==> src/hw/tlic_pkg.sv <==
`default_nettype none
package tlic_pkg;
    // ************************************************************
    // register addresses
    // ************************************************************
    localparam logic [7:0] ADDR_IRQ_ENABLE = 8'ha8;
    localparam logic [7:0] ADDR_SEC_ENABLE = 8'ha9;
    localparam logic [7:0] ADDR_LEVEL_SEL  = 8'hb8;
    localparam logic [7:0] ADDR_WDOG_CFG   = 8'hc0;
    localparam logic [7:0] RST_IRQ_ENABLE  = 8'h00;
    localparam logic [7:0] RST_SEC_ENABLE  = 8'ha0;
    localparam logic [7:0] RST_LEVEL_SEL   = 8'h00;
    localparam logic [7:0] RST_WDOG_CFG    = 8'h10;
    // ************************************************************
    // field positions
    // ************************************************************
    localparam int GLOBAL_EN_BIT  = 7;
    localparam int RTC_LVL_BIT    = 6;
    localparam int SER_LVL_BIT    = 4;
    localparam int METER_EN_BIT   = 3;
    localparam int RTC_EN_BIT     = 2;
    localparam int SUPPLY_EN_BIT  = 1;
    localparam int SER_EN_BIT     = 0;
    localparam int WD_RESP_BIT    = 3;
    localparam int WD_FLAG_BIT    = 2;
    localparam int WD_ENABLE_BIT  = 1;
    localparam int WD_UNLOCK_BIT  = 0;
    localparam int PRE_LSB        = 4;
    localparam int WD_BASE_SHIFT  = 9;
    localparam logic [3:0] PRE_MAX_VALID = 4'h7;
    localparam logic [3:0] PRE_AUTO_RST  = 4'h8;
    localparam logic [3:0] PRE_DL_RST    = 4'h9;
    // ************************************************************
    // sources, in polling order
    // ************************************************************
    localparam int NSRC = 12;
    localparam int SRC_EXT0 = 0;
    localparam int SRC_TMR0 = 1;
    localparam int SRC_EXT1 = 2;
    localparam int SRC_TMR1 = 3;
    localparam int SRC_UART = 4;
    localparam int SRC_TMR2 = 5;
    localparam int SRC_TEMP = 6;
    localparam int SRC_METR = 7;
    localparam int SRC_RTC  = 8;
    localparam int SRC_SER  = 9;
    localparam int SRC_WDOG = 10;
    localparam int SRC_SUPP = 11;
    localparam logic [3:0] NO_SRC = 4'hf;
    typedef enum logic [1:0] {
        TLIC_LVL_LOW  = 2'b00,
        TLIC_LVL_HIGH = 2'b01,
        TLIC_LVL_TOP  = 2'b10
    } tlic_level_t;
endpackage : tlic_pkg
`default_nettype wire

==> src/hw/tlic_top.sv <==
`timescale 1ns/100ps
`default_nettype none
module tlic_top (
    input  wire logic        clk,
    input  wire logic        srst,
    input  wire logic        sfr_wr,
    input  wire logic        sfr_rd,
    input  wire logic [7:0]  sfr_addr,
    input  wire logic [7:0]  sfr_wdata,
    output logic      [7:0]  sfr_rdata,
    input  wire logic [9:0]  irq_src,
    input  wire logic        supply_monitor,
    input  wire logic        wakeup_event,
    input  wire logic        watchdog_input_clock,
    input  wire logic        irq_ack,
    input  wire logic        irq_return,
    output logic             irq_req,
    output logic      [3:0]  irq_id,
    output logic             core_wakeup,
    output logic             wdog_reset
);
    // ************************************************************
    // registers
    // ************************************************************
    logic [7:0] ie_q, ie_d, sec_q, sec_d, lvl_q, lvl_d, wd_q, wd_d;
    logic       unlock_armed_q, unlock_armed_d;
    logic [15:0] wd_cnt_q, wd_cnt_d;
    logic [2:0] wclk_q, wclk_d;
    logic       wlvl_q, wlvl_d;
    logic [7:0] rdata_q, rdata_d;
    logic       wd_tick;
    logic       wd_expire;
    logic       wd_irq_q, wd_irq_d;
    logic       wd_rst_q, wd_rst_d;
    logic       wake_q, wake_d;
    logic [2:0] active_q, active_d;
    logic [3:0] id_q, id_d;
    logic       req_q, req_d;
    logic [tlic_pkg::NSRC-1:0] pend, en_vec, hi_vec;

    // counts once stages two and three agree; a slow edge cannot count twice
    assign wd_tick = (wclk_q[2] == wclk_q[1]) && wclk_q[1] && !wlvl_q;
    // last count before timeout; sum widened so the longest code does not wrap
    function automatic logic [15:0] tmo_last(input logic [3:0] pre);
        tmo_last = 16'((17'h1 << (5'(pre) + 5'(tlic_pkg::WD_BASE_SHIFT))) - 17'h1);
    endfunction : tmo_last
    function automatic logic [3:0] pick(input logic [tlic_pkg::NSRC-1:0] v);
        pick = tlic_pkg::NO_SRC;
        for (int i = tlic_pkg::NSRC - 1; i >= 0; i--) begin
            if (v[i]) begin
                pick = 4'(i);
            end
        end
    endfunction : pick

    wire [3:0] pre = wd_q[7:tlic_pkg::PRE_LSB];
    assign wd_expire = wd_q[tlic_pkg::WD_ENABLE_BIT] && wd_tick &&
                       (pre <= tlic_pkg::PRE_MAX_VALID) &&
                       (wd_cnt_q == tmo_last(pre));

    always_comb begin
        ie_d = ie_q;
        sec_d = sec_q;
        lvl_d = lvl_q;
        wd_d = wd_q;
        unlock_armed_d = unlock_armed_q;
        wclk_d = {wclk_q[1:0], watchdog_input_clock};
        wd_cnt_d = wd_cnt_q;
        wd_irq_d = 1'b0;
        wd_rst_d = 1'b0;
        wlvl_d = (wclk_q[2] == wclk_q[1]) ? wclk_q[1] : wlvl_q;
        // count first, so that a clearing write in the same cycle wins
        if (wd_tick && wd_q[tlic_pkg::WD_ENABLE_BIT]) begin
            wd_cnt_d = 16'(wd_cnt_q + 16'h0001);
        end
        if (sfr_wr) begin
            unlock_armed_d = 1'b0;
            case (sfr_addr)
                tlic_pkg::ADDR_IRQ_ENABLE: ie_d = sfr_wdata;
                tlic_pkg::ADDR_SEC_ENABLE: sec_d = sfr_wdata;
                tlic_pkg::ADDR_LEVEL_SEL:  lvl_d = sfr_wdata;
                tlic_pkg::ADDR_WDOG_CFG: begin
                    if (unlock_armed_q) begin
                        wd_d = sfr_wdata;
                        wd_d[tlic_pkg::WD_UNLOCK_BIT] = 1'b0;
                        wd_d[tlic_pkg::WD_FLAG_BIT] = wd_q[tlic_pkg::WD_FLAG_BIT] &
                                                      sfr_wdata[tlic_pkg::WD_FLAG_BIT];
                        if (sfr_wdata[tlic_pkg::WD_ENABLE_BIT]) begin
                            wd_cnt_d = 16'h0000;
                        end
                    end else if (sfr_wdata[tlic_pkg::WD_UNLOCK_BIT]) begin
                        unlock_armed_d = 1'b1;
                    end
                end
                default: ;
            endcase
        end
        if (wd_expire) begin
            wd_cnt_d = 16'h0000;
            wd_d[tlic_pkg::WD_FLAG_BIT] = 1'b1;
            if (wd_q[tlic_pkg::WD_RESP_BIT]) begin
                wd_irq_d = 1'b1;
            end else begin
                wd_rst_d = 1'b1;
                wd_d[tlic_pkg::WD_ENABLE_BIT] = 1'b0;
            end
        end
        if (pre == tlic_pkg::PRE_AUTO_RST || pre == tlic_pkg::PRE_DL_RST) begin
            wd_rst_d = 1'b1;
        end
        if (supply_monitor && sec_q[tlic_pkg::SUPPLY_EN_BIT]) begin
            wd_d[tlic_pkg::WD_ENABLE_BIT] = 1'b0;
        end
    end

    // ************************************************************
    // arbitration
    // ************************************************************
    always_comb begin
        pend = '0;
        pend[9:0] = irq_src;
        pend[tlic_pkg::SRC_WDOG] = wd_irq_q;
        pend[tlic_pkg::SRC_SUPP] = supply_monitor;
        en_vec = {sec_q[tlic_pkg::SUPPLY_EN_BIT], 1'b1, sec_q[tlic_pkg::SER_EN_BIT],
                  sec_q[tlic_pkg::RTC_EN_BIT], sec_q[tlic_pkg::METER_EN_BIT],
                  ie_q[6:0]} & {tlic_pkg::NSRC{ie_q[tlic_pkg::GLOBAL_EN_BIT]}};
        hi_vec = {1'b0, 1'b1, sec_q[tlic_pkg::SER_LVL_BIT],
                  sec_q[tlic_pkg::RTC_LVL_BIT], lvl_q};
    end

    logic [tlic_pkg::NSRC-1:0] cand;
    logic [3:0] top_id, hi_id, lo_id;
    assign cand = pend & en_vec;
    assign top_id = pick(cand & 12'h800);
    assign hi_id  = pick(cand & hi_vec & 12'h7ff);
    assign lo_id  = pick(cand & ~hi_vec & 12'h7ff);

    always_comb begin
        active_d = active_q;
        id_d = id_q;
        req_d = req_q;
        wake_d = wakeup_event;
        if (irq_return) begin
            if (active_q[2]) begin
                active_d[2] = 1'b0;
            end else if (active_q[1]) begin
                active_d[1] = 1'b0;
            end else begin
                active_d[0] = 1'b0;
            end
        end
        if (req_q && irq_ack) begin
            req_d = 1'b0;
            id_d = tlic_pkg::NO_SRC;
            if (id_q == 4'(tlic_pkg::SRC_SUPP)) begin
                active_d[2] = 1'b1;
            end else if (hi_vec[id_q]) begin
                active_d[1] = 1'b1;
            end else begin
                active_d[0] = 1'b1;
            end
        end else if (!req_q) begin
            if (top_id != tlic_pkg::NO_SRC && !active_q[2]) begin
                req_d = 1'b1;
                id_d = top_id;
            end else if (hi_id != tlic_pkg::NO_SRC && active_q[2:1] == 2'b00) begin
                req_d = 1'b1;
                id_d = hi_id;
            end else if (lo_id != tlic_pkg::NO_SRC && active_q == 3'b000) begin
                req_d = 1'b1;
                id_d = lo_id;
            end
        end
    end

    always_ff @(posedge clk) begin
        if (srst) begin
            ie_q <= tlic_pkg::RST_IRQ_ENABLE;
            sec_q <= tlic_pkg::RST_SEC_ENABLE;
            lvl_q <= tlic_pkg::RST_LEVEL_SEL;
            wd_q <= tlic_pkg::RST_WDOG_CFG;
            unlock_armed_q <= 1'b0;
            wd_cnt_q <= 16'h0000;
            wclk_q <= 3'h0;
            wlvl_q <= 1'b0;
            rdata_q <= 8'h00;
            wd_irq_q <= 1'b0;
            wd_rst_q <= 1'b0;
            wake_q <= 1'b0;
            active_q <= 3'h0;
            id_q <= tlic_pkg::NO_SRC;
            req_q <= 1'b0;
        end else begin
            ie_q <= ie_d;
            sec_q <= sec_d;
            lvl_q <= lvl_d;
            wd_q <= wd_d;
            unlock_armed_q <= unlock_armed_d;
            wd_cnt_q <= wd_cnt_d;
            wclk_q <= wclk_d;
            wlvl_q <= wlvl_d;
            rdata_q <= rdata_d;
            wd_irq_q <= wd_irq_d;
            wd_rst_q <= wd_rst_d;
            wake_q <= wake_d;
            active_q <= active_d;
            id_q <= id_d;
            req_q <= req_d;
        end
    end

    // read data registered: it stands one edge after sfr_rd is taken
    always_comb begin
        case (sfr_addr)
            tlic_pkg::ADDR_IRQ_ENABLE: rdata_d = ie_q;
            tlic_pkg::ADDR_SEC_ENABLE: rdata_d = sec_q;
            tlic_pkg::ADDR_LEVEL_SEL:  rdata_d = lvl_q;
            tlic_pkg::ADDR_WDOG_CFG:   rdata_d = wd_q;
            default:                   rdata_d = 8'h00;
        endcase
        if (!sfr_rd) begin
            rdata_d = 8'h00;
        end
    end

    assign sfr_rdata = rdata_q;
    assign irq_req = req_q;
    assign irq_id = id_q;
    assign core_wakeup = wake_q;
    assign wdog_reset = wd_rst_q;
endmodule : tlic_top
`default_nettype wire

==> config.mk <==
export PLATFORM = sky130hd
export DESIGN_NAME = tlic_top
export DESIGN_NICKNAME = d
export VERILOG_FILES = /design/src/hw/tlic_pkg.sv /design/src/hw/tlic_top.sv
export SDC_FILE = /design/constraint.sdc
export NUM_CORES = 1
export LEC_CHECK = 0
export BUFFER_PORTS_ARGS = -buffer_cell sky130_fd_sc_hd__buf_2
export CAP_MARGIN = 20
export CORE_MARGIN = 5
export CORE_UTILIZATION = 50
export DETAILED_ROUTE_END_ITERATION = 16
export GPL_TIMING_DRIVEN = 1
export PLACE_DENSITY = 0.71
export SYNTH_ARGS = -nofsm -noshare
export SYNTH_HDL_FRONTEND = slang
export SYNTH_SLANG_ARGS = --single-unit
==> constraint.sdc <==
create_clock -name clk -period 2.2 [get_ports clk]
set_clock_uncertainty 0.05 [all_clocks]
set_input_delay 0 -clock clk [delete_from_list [all_inputs] [get_ports clk]]
set_output_delay 0 -clock clk [all_outputs]
set_load 0.05 [all_outputs]
==> impl_summary.log, run 1 <==
[metrics] via count: 3398
[metrics] timing-limited maximum frequency: roughly 0.48 GHz
[metrics] number of violations of the max-capacitance limit: 0
[metrics] Gate power share: 0.054
[metrics] total non-filler cell area in the finished layout: approximately 0.0046 mm^2
[metrics] worst rel slew slack: 0.614
[metrics] number of port buffers: 49
[metrics] Cells after Synth: 423
[metrics] crit end category: flop
[metrics] library cell with the largest summed area after synthesis: sky130_fd_sc_hd__dfxtp_1
[metrics] placeable core area: roughly 0.0073 mm^2
[metrics] Max FO, Critical Path: 15
[metrics] Detailed Route Iter0 Violations: 234
[metrics] most frequent standard cell in the layout excluding fill and tap cells: sky130_fd_sc_hd__dfxtp_1
[metrics] Core Rows: 31
[metrics] vias per inst: between 5 and 6
[metrics] crit share post-route: 0.952
[metrics] number of antenna cells inserted: 0
[metrics] placed wire-length estimate after detailed placement: 7340 um
[metrics] commonest non-fill, non-tap cells in the layout: sky130_fd_sc_hd__dfxtp_1 (71), sky130_fd_sc_hd__nor2_1 (66), sky130_fd_sc_hd__buf_2 (49)
[metrics] Endpoint, Worst Hold: sfr_rdata[7]
[metrics] Placer Congestion: 0.859
[metrics] worst hold path class: in2reg
[metrics] share of cells above drive strength 1: 0.195
[metrics] Seq. cell area: between 0.001 and 0.0015 mm^2
[metrics] critical path arrival: ~2.3 ns
[metrics] start-to-end type of the worst setup path: reg2reg
[metrics] Pre-antenna DRT Iters: 5
[metrics] internal power: 2.09 mW
[metrics] worst reg-to-reg path cell count: 7
[metrics] ys async rst share: 0
[metrics] Routed Antenna Nets: 0
[metrics] Hold Violations, Final: 0
[metrics] dominant register cell in the synthesized netlist: sky130_fd_sc_hd__dfxtp_1
[metrics] Total Routing Usage GR: 0.226
[metrics] H-tree levels: 3
[metrics] total wirelength of the detailed-routed design: 9830 um
[metrics] area growth from synthesis to layout: 23.3%
[metrics] count of flip-flops with a built-in enable after synthesis: 0
[metrics] area share of the leading cell type in the synthesized netlist: 0.383
[metrics] CTS Buf Count: 9
[metrics] buffers from clock root to sink, at most: 2
[metrics] pin count of the biggest net entering global routing: 27
[metrics] Synth Warn #: 0
[metrics] critical path required time: ~2.4 ns
[metrics] clock-pin slew of the registers on the worst-case setup and hold paths: ~0.07 ns
[metrics] FF-to-FF End: wd_cnt_q[1]
[metrics] residual overflow from global routing: 0
[metrics] Slew @ Worst Pin: around 0.58 ns
[metrics] sw power: 0.579 mW
[metrics] WL/cell: between 15 and 20 um
[metrics] overall die width: 96.2 um
[metrics] global-route wire length before repair: 16100 um
[metrics] die area: roughly 0.0093 mm^2
[metrics] number of clock sinks seen by CTS: 71
[metrics] Largest delay share family, worst path: compound AO/OA/AOI/OAI gates
[metrics] CTS tree: yes
[metrics] Pwr Density: 582 mW/mm^2
[metrics] number of distinct library cells after synthesis: between 60 and 70
[metrics] post-layout min period: roughly 2.1 ns
[metrics] Hold Crit Start: sfr_rd
[metrics] flop2flop setup slack: about 0.11 ns
[metrics] initial standard-cell utilization of the core: 0.512
[metrics] clock share of power: 0.462
[metrics] count of state elements after synthesis: 71
[metrics] Top Ports: 50
[metrics] sequential area share after synthesis: 0.383
[metrics] number of filler instances in the final layout: between 600 and 700
[metrics] status: completed
[metrics] Hold WS: ~0.091 ns
[metrics] Critical Path Source Type: flop
[metrics] final-report setup violation count: 0
[metrics] cell depth of the worst setup path: 7
[metrics] antenna violations before repair: 0
[metrics] Lkg Pwr: between 1.5 and 2 nW
[metrics] netlist area before placement: approximately 0.0037 mm^2
[metrics] post-layout net count: between 500 and 600
[metrics] top cells by area in the synthesized netlist: sky130_fd_sc_hd__dfxtp_1 (38%), sky130_fd_sc_hd__mux2i_1 (10%), sky130_fd_sc_hd__nor2_1 (6.7%)
[metrics] # DRC: 0
[metrics] Sum Neg Setup Slack: 0 ns
[metrics] number of global-route vias before repair: ~3300
[metrics] worst skew pair latency: about 0.35 ns
[metrics] worst hold path depth: 3
[metrics] RSZ-0062 raised after global routing: no
[metrics] cell at the root of the clock tree: sky130_fd_sc_hd__clkbuf_8
[metrics] max-slew violation count: 0
[metrics] worst supply voltage drop on vdd: 525 uV
[metrics] switching share of power: 0.217
[metrics] delay contributed by the slowest stage of the critical path: roughly 0.53 ns
[metrics] post-detailed-placement cell area: about 0.0041 mm^2
[metrics] cell with the largest stage delay on the worst path: sky130_fd_sc_hd__dfxtp_1
[metrics] proportion of power drawn by flip-flops and latches: 0.484
[metrics] Critical Path, Cell by Cell: inv_1 -> maj3_1 -> a2bb2oi_1 -> a211o_1 -> o21ai_4 -> buf_12 -> nor2_1
[metrics] startpoint of the worst-slack reg-to-reg timing path: wd_q[6]
[metrics] die height: between 90 and 100 um
[metrics] post-synthesis area per instance: approximately 8.8 um^2
[metrics] area occupied by multi-input gates: 0.00218 mm^2
[metrics] Buf/Inv on CP: 2
## cells by family (layout without fill, tap and decap cells)
family / count (synthesis) / count (layout) / share of synthesized area
xor gates and xnor gates: 18 / 18 / 0.0425
AOI/OAI and AO/OA: 73 / 73 / 0.139
other: 1 / 2 / 0.00101
and+or+nand+nor: 184 / 184 / 0.268
buffers and inverters: 31 / 110 / 0.0364
adders and majority gates: 4 / 4 / 0.0128
DFF: 71 / 71 / 0.383
muxes: 41 / 41 / 0.118
## power by group through the flow
| stage | registers [mW] | logic (mW) | clock network [mW] |
|---|---|---|---|
| 2_1_floorplan | 1.32 | 0.0565 | 0 |
| 3_3_place_gp | 1.32 | 0.114 | 0 |
| 3_5_place_dp | 1.32 | 0.116 | 0 |
| 4_1_cts | 1.29 | 0.136 | 1.25 |
| 5_1_grt | 1.29 | 0.155 | 1.31 |
| 6_report | 1.29 | 0.143 | 1.23 |
## flip-flops by register name, summed over array words and instances (netlist names), 3 cells and up
signal,flops
wd_cnt_q,16
ie_q,8
lvl_q,8
sec_q,8
sfr_rdata,8
wd_q,7
irq_id,4
active_q,3
wclk_q,3
## cell usage after synthesis, drive strengths merged, types with 5 or more instances
| cell type | n |
|---|---|
| clkbuf | 13 |
| xnor2 | 7 |
| mux2i | 38 |
| nand2 | 28 |
| inv | 9 |
| nor3b | 5 |
| dfxtp | 71 |
| nor2 | 66 |
| nor3 | 7 |
| nand4 | 11 |
| buf | 9 |
| xor2 | 11 |
| a31oi | 5 |
| nand3 | 12 |
| nor2b | 8 |
| o21ai | 19 |
| a21oi | 12 |
| a22oi | 8 |
| nand4b | 5 |
| and4 | 6 |
| and4b | 10 |
## metrics by stage
| step | power [mW] | utilization | cells | worst slack, ns |
|---|---|---|---|---|
| 2_1_floorplan | 1.38 | - | 424 | 0.253 |
| 3_3_place_gp | 1.43 | 0.572 | 569 | 0.146 |
| 3_5_place_dp | 1.44 | 0.572 | 569 | 0.0124 |
| 4_1_cts | 2.68 | 0.627 | 601 | 0.0273 |
| 5_1_grt | 2.76 | 0.632 | 602 | 0.00499 |
| 6_report | 2.67 | 0.632 | 602 | 0.107 |
## cell type report
cell class                      count  area share
Tap cell                           99      0.0270
Multi-Input combinational cell    322       0.476
Timing Repair Buffer               85       0.127
Inverter                            9     0.00738
Clock buffer                       12      0.0361
Clock inverter                      4      0.0167
Sequential cell                    71       0.310
## worst max-delay path by stage
stage / to / slack, ns / start
after floorplan: active_q[1] / 0.25 / irq_id[0]
after global placement: wd_cnt_q[12] / 0.15 / wd_q[6]
after detailed placement: wd_cnt_q[1] / 0.01 / wd_q[6]
after CTS: wd_cnt_q[1] / 0.03 / wd_q[6]
after global routing: wd_cnt_q[1] / 0.005 / wd_q[6]
final: wd_cnt_q[1] / 0.11 / wd_q[6]
## worst min-delay path, delay by kind of cell
kind          cells  cell delay [ns]
buf+inv           1             0.10
simple gates      2             0.35
## what timing repair did
item	in CTS	in global routing
gates resized for setup	0	2
endpoints found under the hold margin	39	0
setup buffers	0	1
hold buffers	16	0
endpoints found under the setup margin	0	21
## layer usage
| metal | wire (um) | vias to the layer above | track usage | share of wire |
|---|---|---|---|---|
| met5 | 0 | - | 0 | 0 |
| met4 | 226 | 0 | 0.0865 | 0.023 |
| met3 | 482 | 19 | 0.0477 | 0.049 |
| met2 | 4820 | 94 | 0.371 | 0.49 |
| met1 | 4300 | 1601 | 0.290 | 0.44 |
| li1 | - | 1684 | - | - |
(Power assumes the default switching activity.)
==> run 2: changes to the inputs <==
--- a/config.mk
+++ b/config.mk
@@ -7,11 +7,11 @@
 export LEC_CHECK = 0
 export BUFFER_PORTS_ARGS = -buffer_cell sky130_fd_sc_hd__buf_2
 export CAP_MARGIN = 20
-export CORE_MARGIN = 5
 export CORE_UTILIZATION = 50
 export DETAILED_ROUTE_END_ITERATION = 16
 export GPL_TIMING_DRIVEN = 1
 export PLACE_DENSITY = 0.71
+export SETUP_SLACK_MARGIN = 0.2
 export SYNTH_ARGS = -nofsm -noshare
 export SYNTH_HDL_FRONTEND = slang
 export SYNTH_SLANG_ARGS = --single-unit
==> run 2 against run 1 <==
  * Routed wire length increased by 0.27%
  * Sequential cell count did not move
  * Core utilization up 2.7 points
  * Clock-buffer cell count fell by 2
  * Maximum frequency up 1.5%
  * Critical path depth up 1
  * Design area is 3.7% higher
  * Register-to-register slack better by 0.03 ns
==> impl_summary.log, run 2 (same netlist as run 1, synthesis figures left out) <==
[metrics] global-route wire length before repair: 15700 um (was 16100 um)
[metrics] number of global-route vias before repair: 3241 (was 3252)
[metrics] vias per inst: 5.63 (was 5.64)
[metrics] cell with the largest stage delay on the worst path: sky130_fd_sc_hd__dfxtp_2 (was sky130_fd_sc_hd__dfxtp_1)
[metrics] via count: 3454 (was 3398)
[metrics] H-tree levels: 3 (unchanged)
[metrics] WL/cell: 16.1 um (was 16.3 um)
[metrics] worst hold path class: in2reg (unchanged)
[metrics] final-report setup violation count: 0 (unchanged)
[metrics] max-slew violation count: 0 (unchanged)
[metrics] share of cells above drive strength 1: 0.256 (was 0.195)
[metrics] overall die width: 88.2 um (was 96.2 um)
[metrics] Core Rows: 31 (unchanged)
[metrics] Pwr Density: 555 mW/mm^2 (was 582 mW/mm^2)
[metrics] pin count of the biggest net entering global routing: 35 (was 27)
[metrics] Detailed Route Iter0 Violations: 243 (was 234)
[metrics] placed wire-length estimate after detailed placement: 7150 um (was 7340 um)
[metrics] antenna violations before repair: 0 (unchanged)
[metrics] most frequent standard cell in the layout excluding fill and tap cells: sky130_fd_sc_hd__dfxtp_1 (unchanged)
[metrics] Lkg Pwr: 2.03 nW (was 1.98 nW)
[metrics] commonest non-fill, non-tap cells in the layout: sky130_fd_sc_hd__dfxtp_1 (66), sky130_fd_sc_hd__nor2_1 (58), sky130_fd_sc_hd__buf_2 (49) (was sky130_fd_sc_hd__dfxtp_1 (71), sky130_fd_sc_hd__nor2_1 (66), sky130_fd_sc_hd__buf_2 (49))
[metrics] Sum Neg Setup Slack: 0 ns (unchanged)
[metrics] timing-limited maximum frequency: 0.485 GHz (was 0.478 GHz)
[metrics] Routed Antenna Nets: 0 (unchanged)
[metrics] placeable core area: 0.00721 mm^2 (was 0.00725 mm^2)
[metrics] residual overflow from global routing: 0 (unchanged)
[metrics] Slew @ Worst Pin: 0.592 ns (was 0.578 ns)
[metrics] Max FO, Critical Path: 18 (was 15)
[metrics] Top Ports: 50 (unchanged)
[metrics] power consumption: 2.64 mW (was 2.67 mW)
[metrics] post-detailed-placement cell area: 0.00417 mm^2 (was 0.00415 mm^2)
[metrics] Critical Path, Cell by Cell: buf_12 -> nand4b_1 -> nor4b_2 -> buf_4 -> a311o_1 -> a31oi_4 -> mux2i_1 -> nand2_1 (was inv_1 -> maj3_1 -> a2bb2oi_1 -> a211o_1 -> o21ai_4 -> buf_12 -> nor2_1)
[metrics] Hold Violations, Final: 0 (unchanged)
[metrics] die height: 88.2 um (was 96.2 um)
[metrics] start-to-end type of the worst setup path: reg2reg (unchanged)
[metrics] register containing the most flip-flops in the final layout: wd_cnt_q (unchanged)
[metrics] number of antenna cells inserted: 0 (unchanged)
[metrics] Critical Path Source Type: flop (unchanged)
[metrics] post-layout net count: 548 (was 536)
[metrics] area growth from synthesis to layout: 28.0% (was 23.3%)
[metrics] worst skew pair latency: 0.35 ns (about the same)
[metrics] number of violations of the max-capacitance limit: 0 (unchanged)
[metrics] crit share post-route: 0.938 (was 0.952)
[metrics] worst supply voltage drop on vdd: 395 uV (was 525 uV)
[metrics] max reg flops: 16 (unchanged)
[metrics] buffers from clock root to sink, at most: 2 (unchanged)
[metrics] initial standard-cell utilization of the core: 0.515 (was 0.512)
[metrics] post-layout min period: 2.06 ns (was 2.09 ns)
[metrics] critical path required time: 2.38 ns (was 2.39 ns)
[metrics] Total Routing Usage GR: 0.267 (was 0.226)
[metrics] Pre-antenna DRT Iters: 5 (unchanged)
[metrics] CTS tree: yes (unchanged)
[metrics] # DRC: 0 (unchanged)
[metrics] number of port buffers: 49 (unchanged)
[metrics] die area: 0.00778 mm^2 (was 0.00925 mm^2)
[metrics] worst rel slew slack: 0.604 (was 0.614)
[metrics] total wirelength of the detailed-routed design: 9860 um (was 9830 um)
[metrics] total non-filler cell area in the finished layout: 0.00475 mm^2 (was 0.00458 mm^2)
[metrics] RSZ-0062 raised after global routing: yes (was no)
[metrics] CTS Buf Count: 9 (unchanged)
[metrics] status: completed (unchanged)
[metrics] critical path arrival: 2.24 ns (was 2.29 ns)
[metrics] delay contributed by the slowest stage of the critical path: 0.36 ns (was 0.53 ns)
[metrics] crit end category: flop (unchanged)
[metrics] cell at the root of the clock tree: sky130_fd_sc_hd__clkbuf_8 (unchanged)
[metrics] Placer Congestion: 0.885 (was 0.859)
[metrics] number of clock sinks seen by CTS: 71 (unchanged)
[metrics] clock-pin slew of the registers on the worst-case setup and hold paths: 0.08 ns (was 0.07 ns)
-- run 2: layer usage --
layer | up-vias | track usage | share of wire
met5 | - | 0 | 0
met4 | 0 | 0.111 | 0.025
met3 | 24 | 0.0566 | 0.048
met2 | 106 | 0.455 | 0.50
met1 | 1606 | 0.326 | 0.43
li1 | 1718 | - | -
-- run 2: what timing repair did --
action | 4_1_cts | 5_1_grt
endpoints found under the setup margin | 23 | 24
gates cloned | 0 | 1
gates resized for setup | 7 | 29
hold buffers | 17 | 0
hold endpoints to repair | 42 | 0
buffers inserted | 5 | 3
pin swaps | 4 | 13
-- run 2: metrics by stage --
step | hold WS [ns] | instances | util | setup slack [ns]
after floorplan | 0.0692 | 424 | - | 0.253
after global routing | 0.0869 | 614 | 0.659 | 0.0425
final | 0.0695 | 614 | 0.659 | 0.137
after global placement | 0.161 | 572 | 0.578 | 0.147
after detailed placement | 0.163 | 572 | 0.578 | 0.0343
after CTS | 0.0645 | 610 | 0.640 | 0.183
-- run 2: path summary, 6_finish.rpt --
path              from      endpoint  slack [ns]  cells after the start
max            ie_q[7]     irq_id[3]        0.14                      8
min             sfr_rd  sfr_rdata[0]        0.07                      3
max reg2reg    ie_q[7]     irq_id[3]        0.14                      8
min reg2reg  wclk_q[0]     wclk_q[1]        0.40                      1
-- run 2: area by class of cell --
type	count	area, um^2
fillers	637	2460
multi-input cells	322	2260
flip-flops and latches	71	1430
repair buffers	97	676
clock buffers	10	138
well taps	99	124
clock inverters	6	90.1
inverters	9	33.8
-- run 2: worst max-delay path, delay by kind of cell, from the launching register on --
kind | cells | cell delay (ns)
and+or+nand+nor | 3 | 0.40
buffers and inverters | 2 | 0.28
DFF | 1 | 0.36
muxes | 1 | 0.21
AOI/OAI and AO/OA | 2 | 0.64
-- run 2: power breakdown --
group          switching (mW)  internal (mW)  total (mW)
logic                  0.0829         0.0700       0.153
registers             0.00243           1.29        1.29
clock network           0.520          0.675        1.20
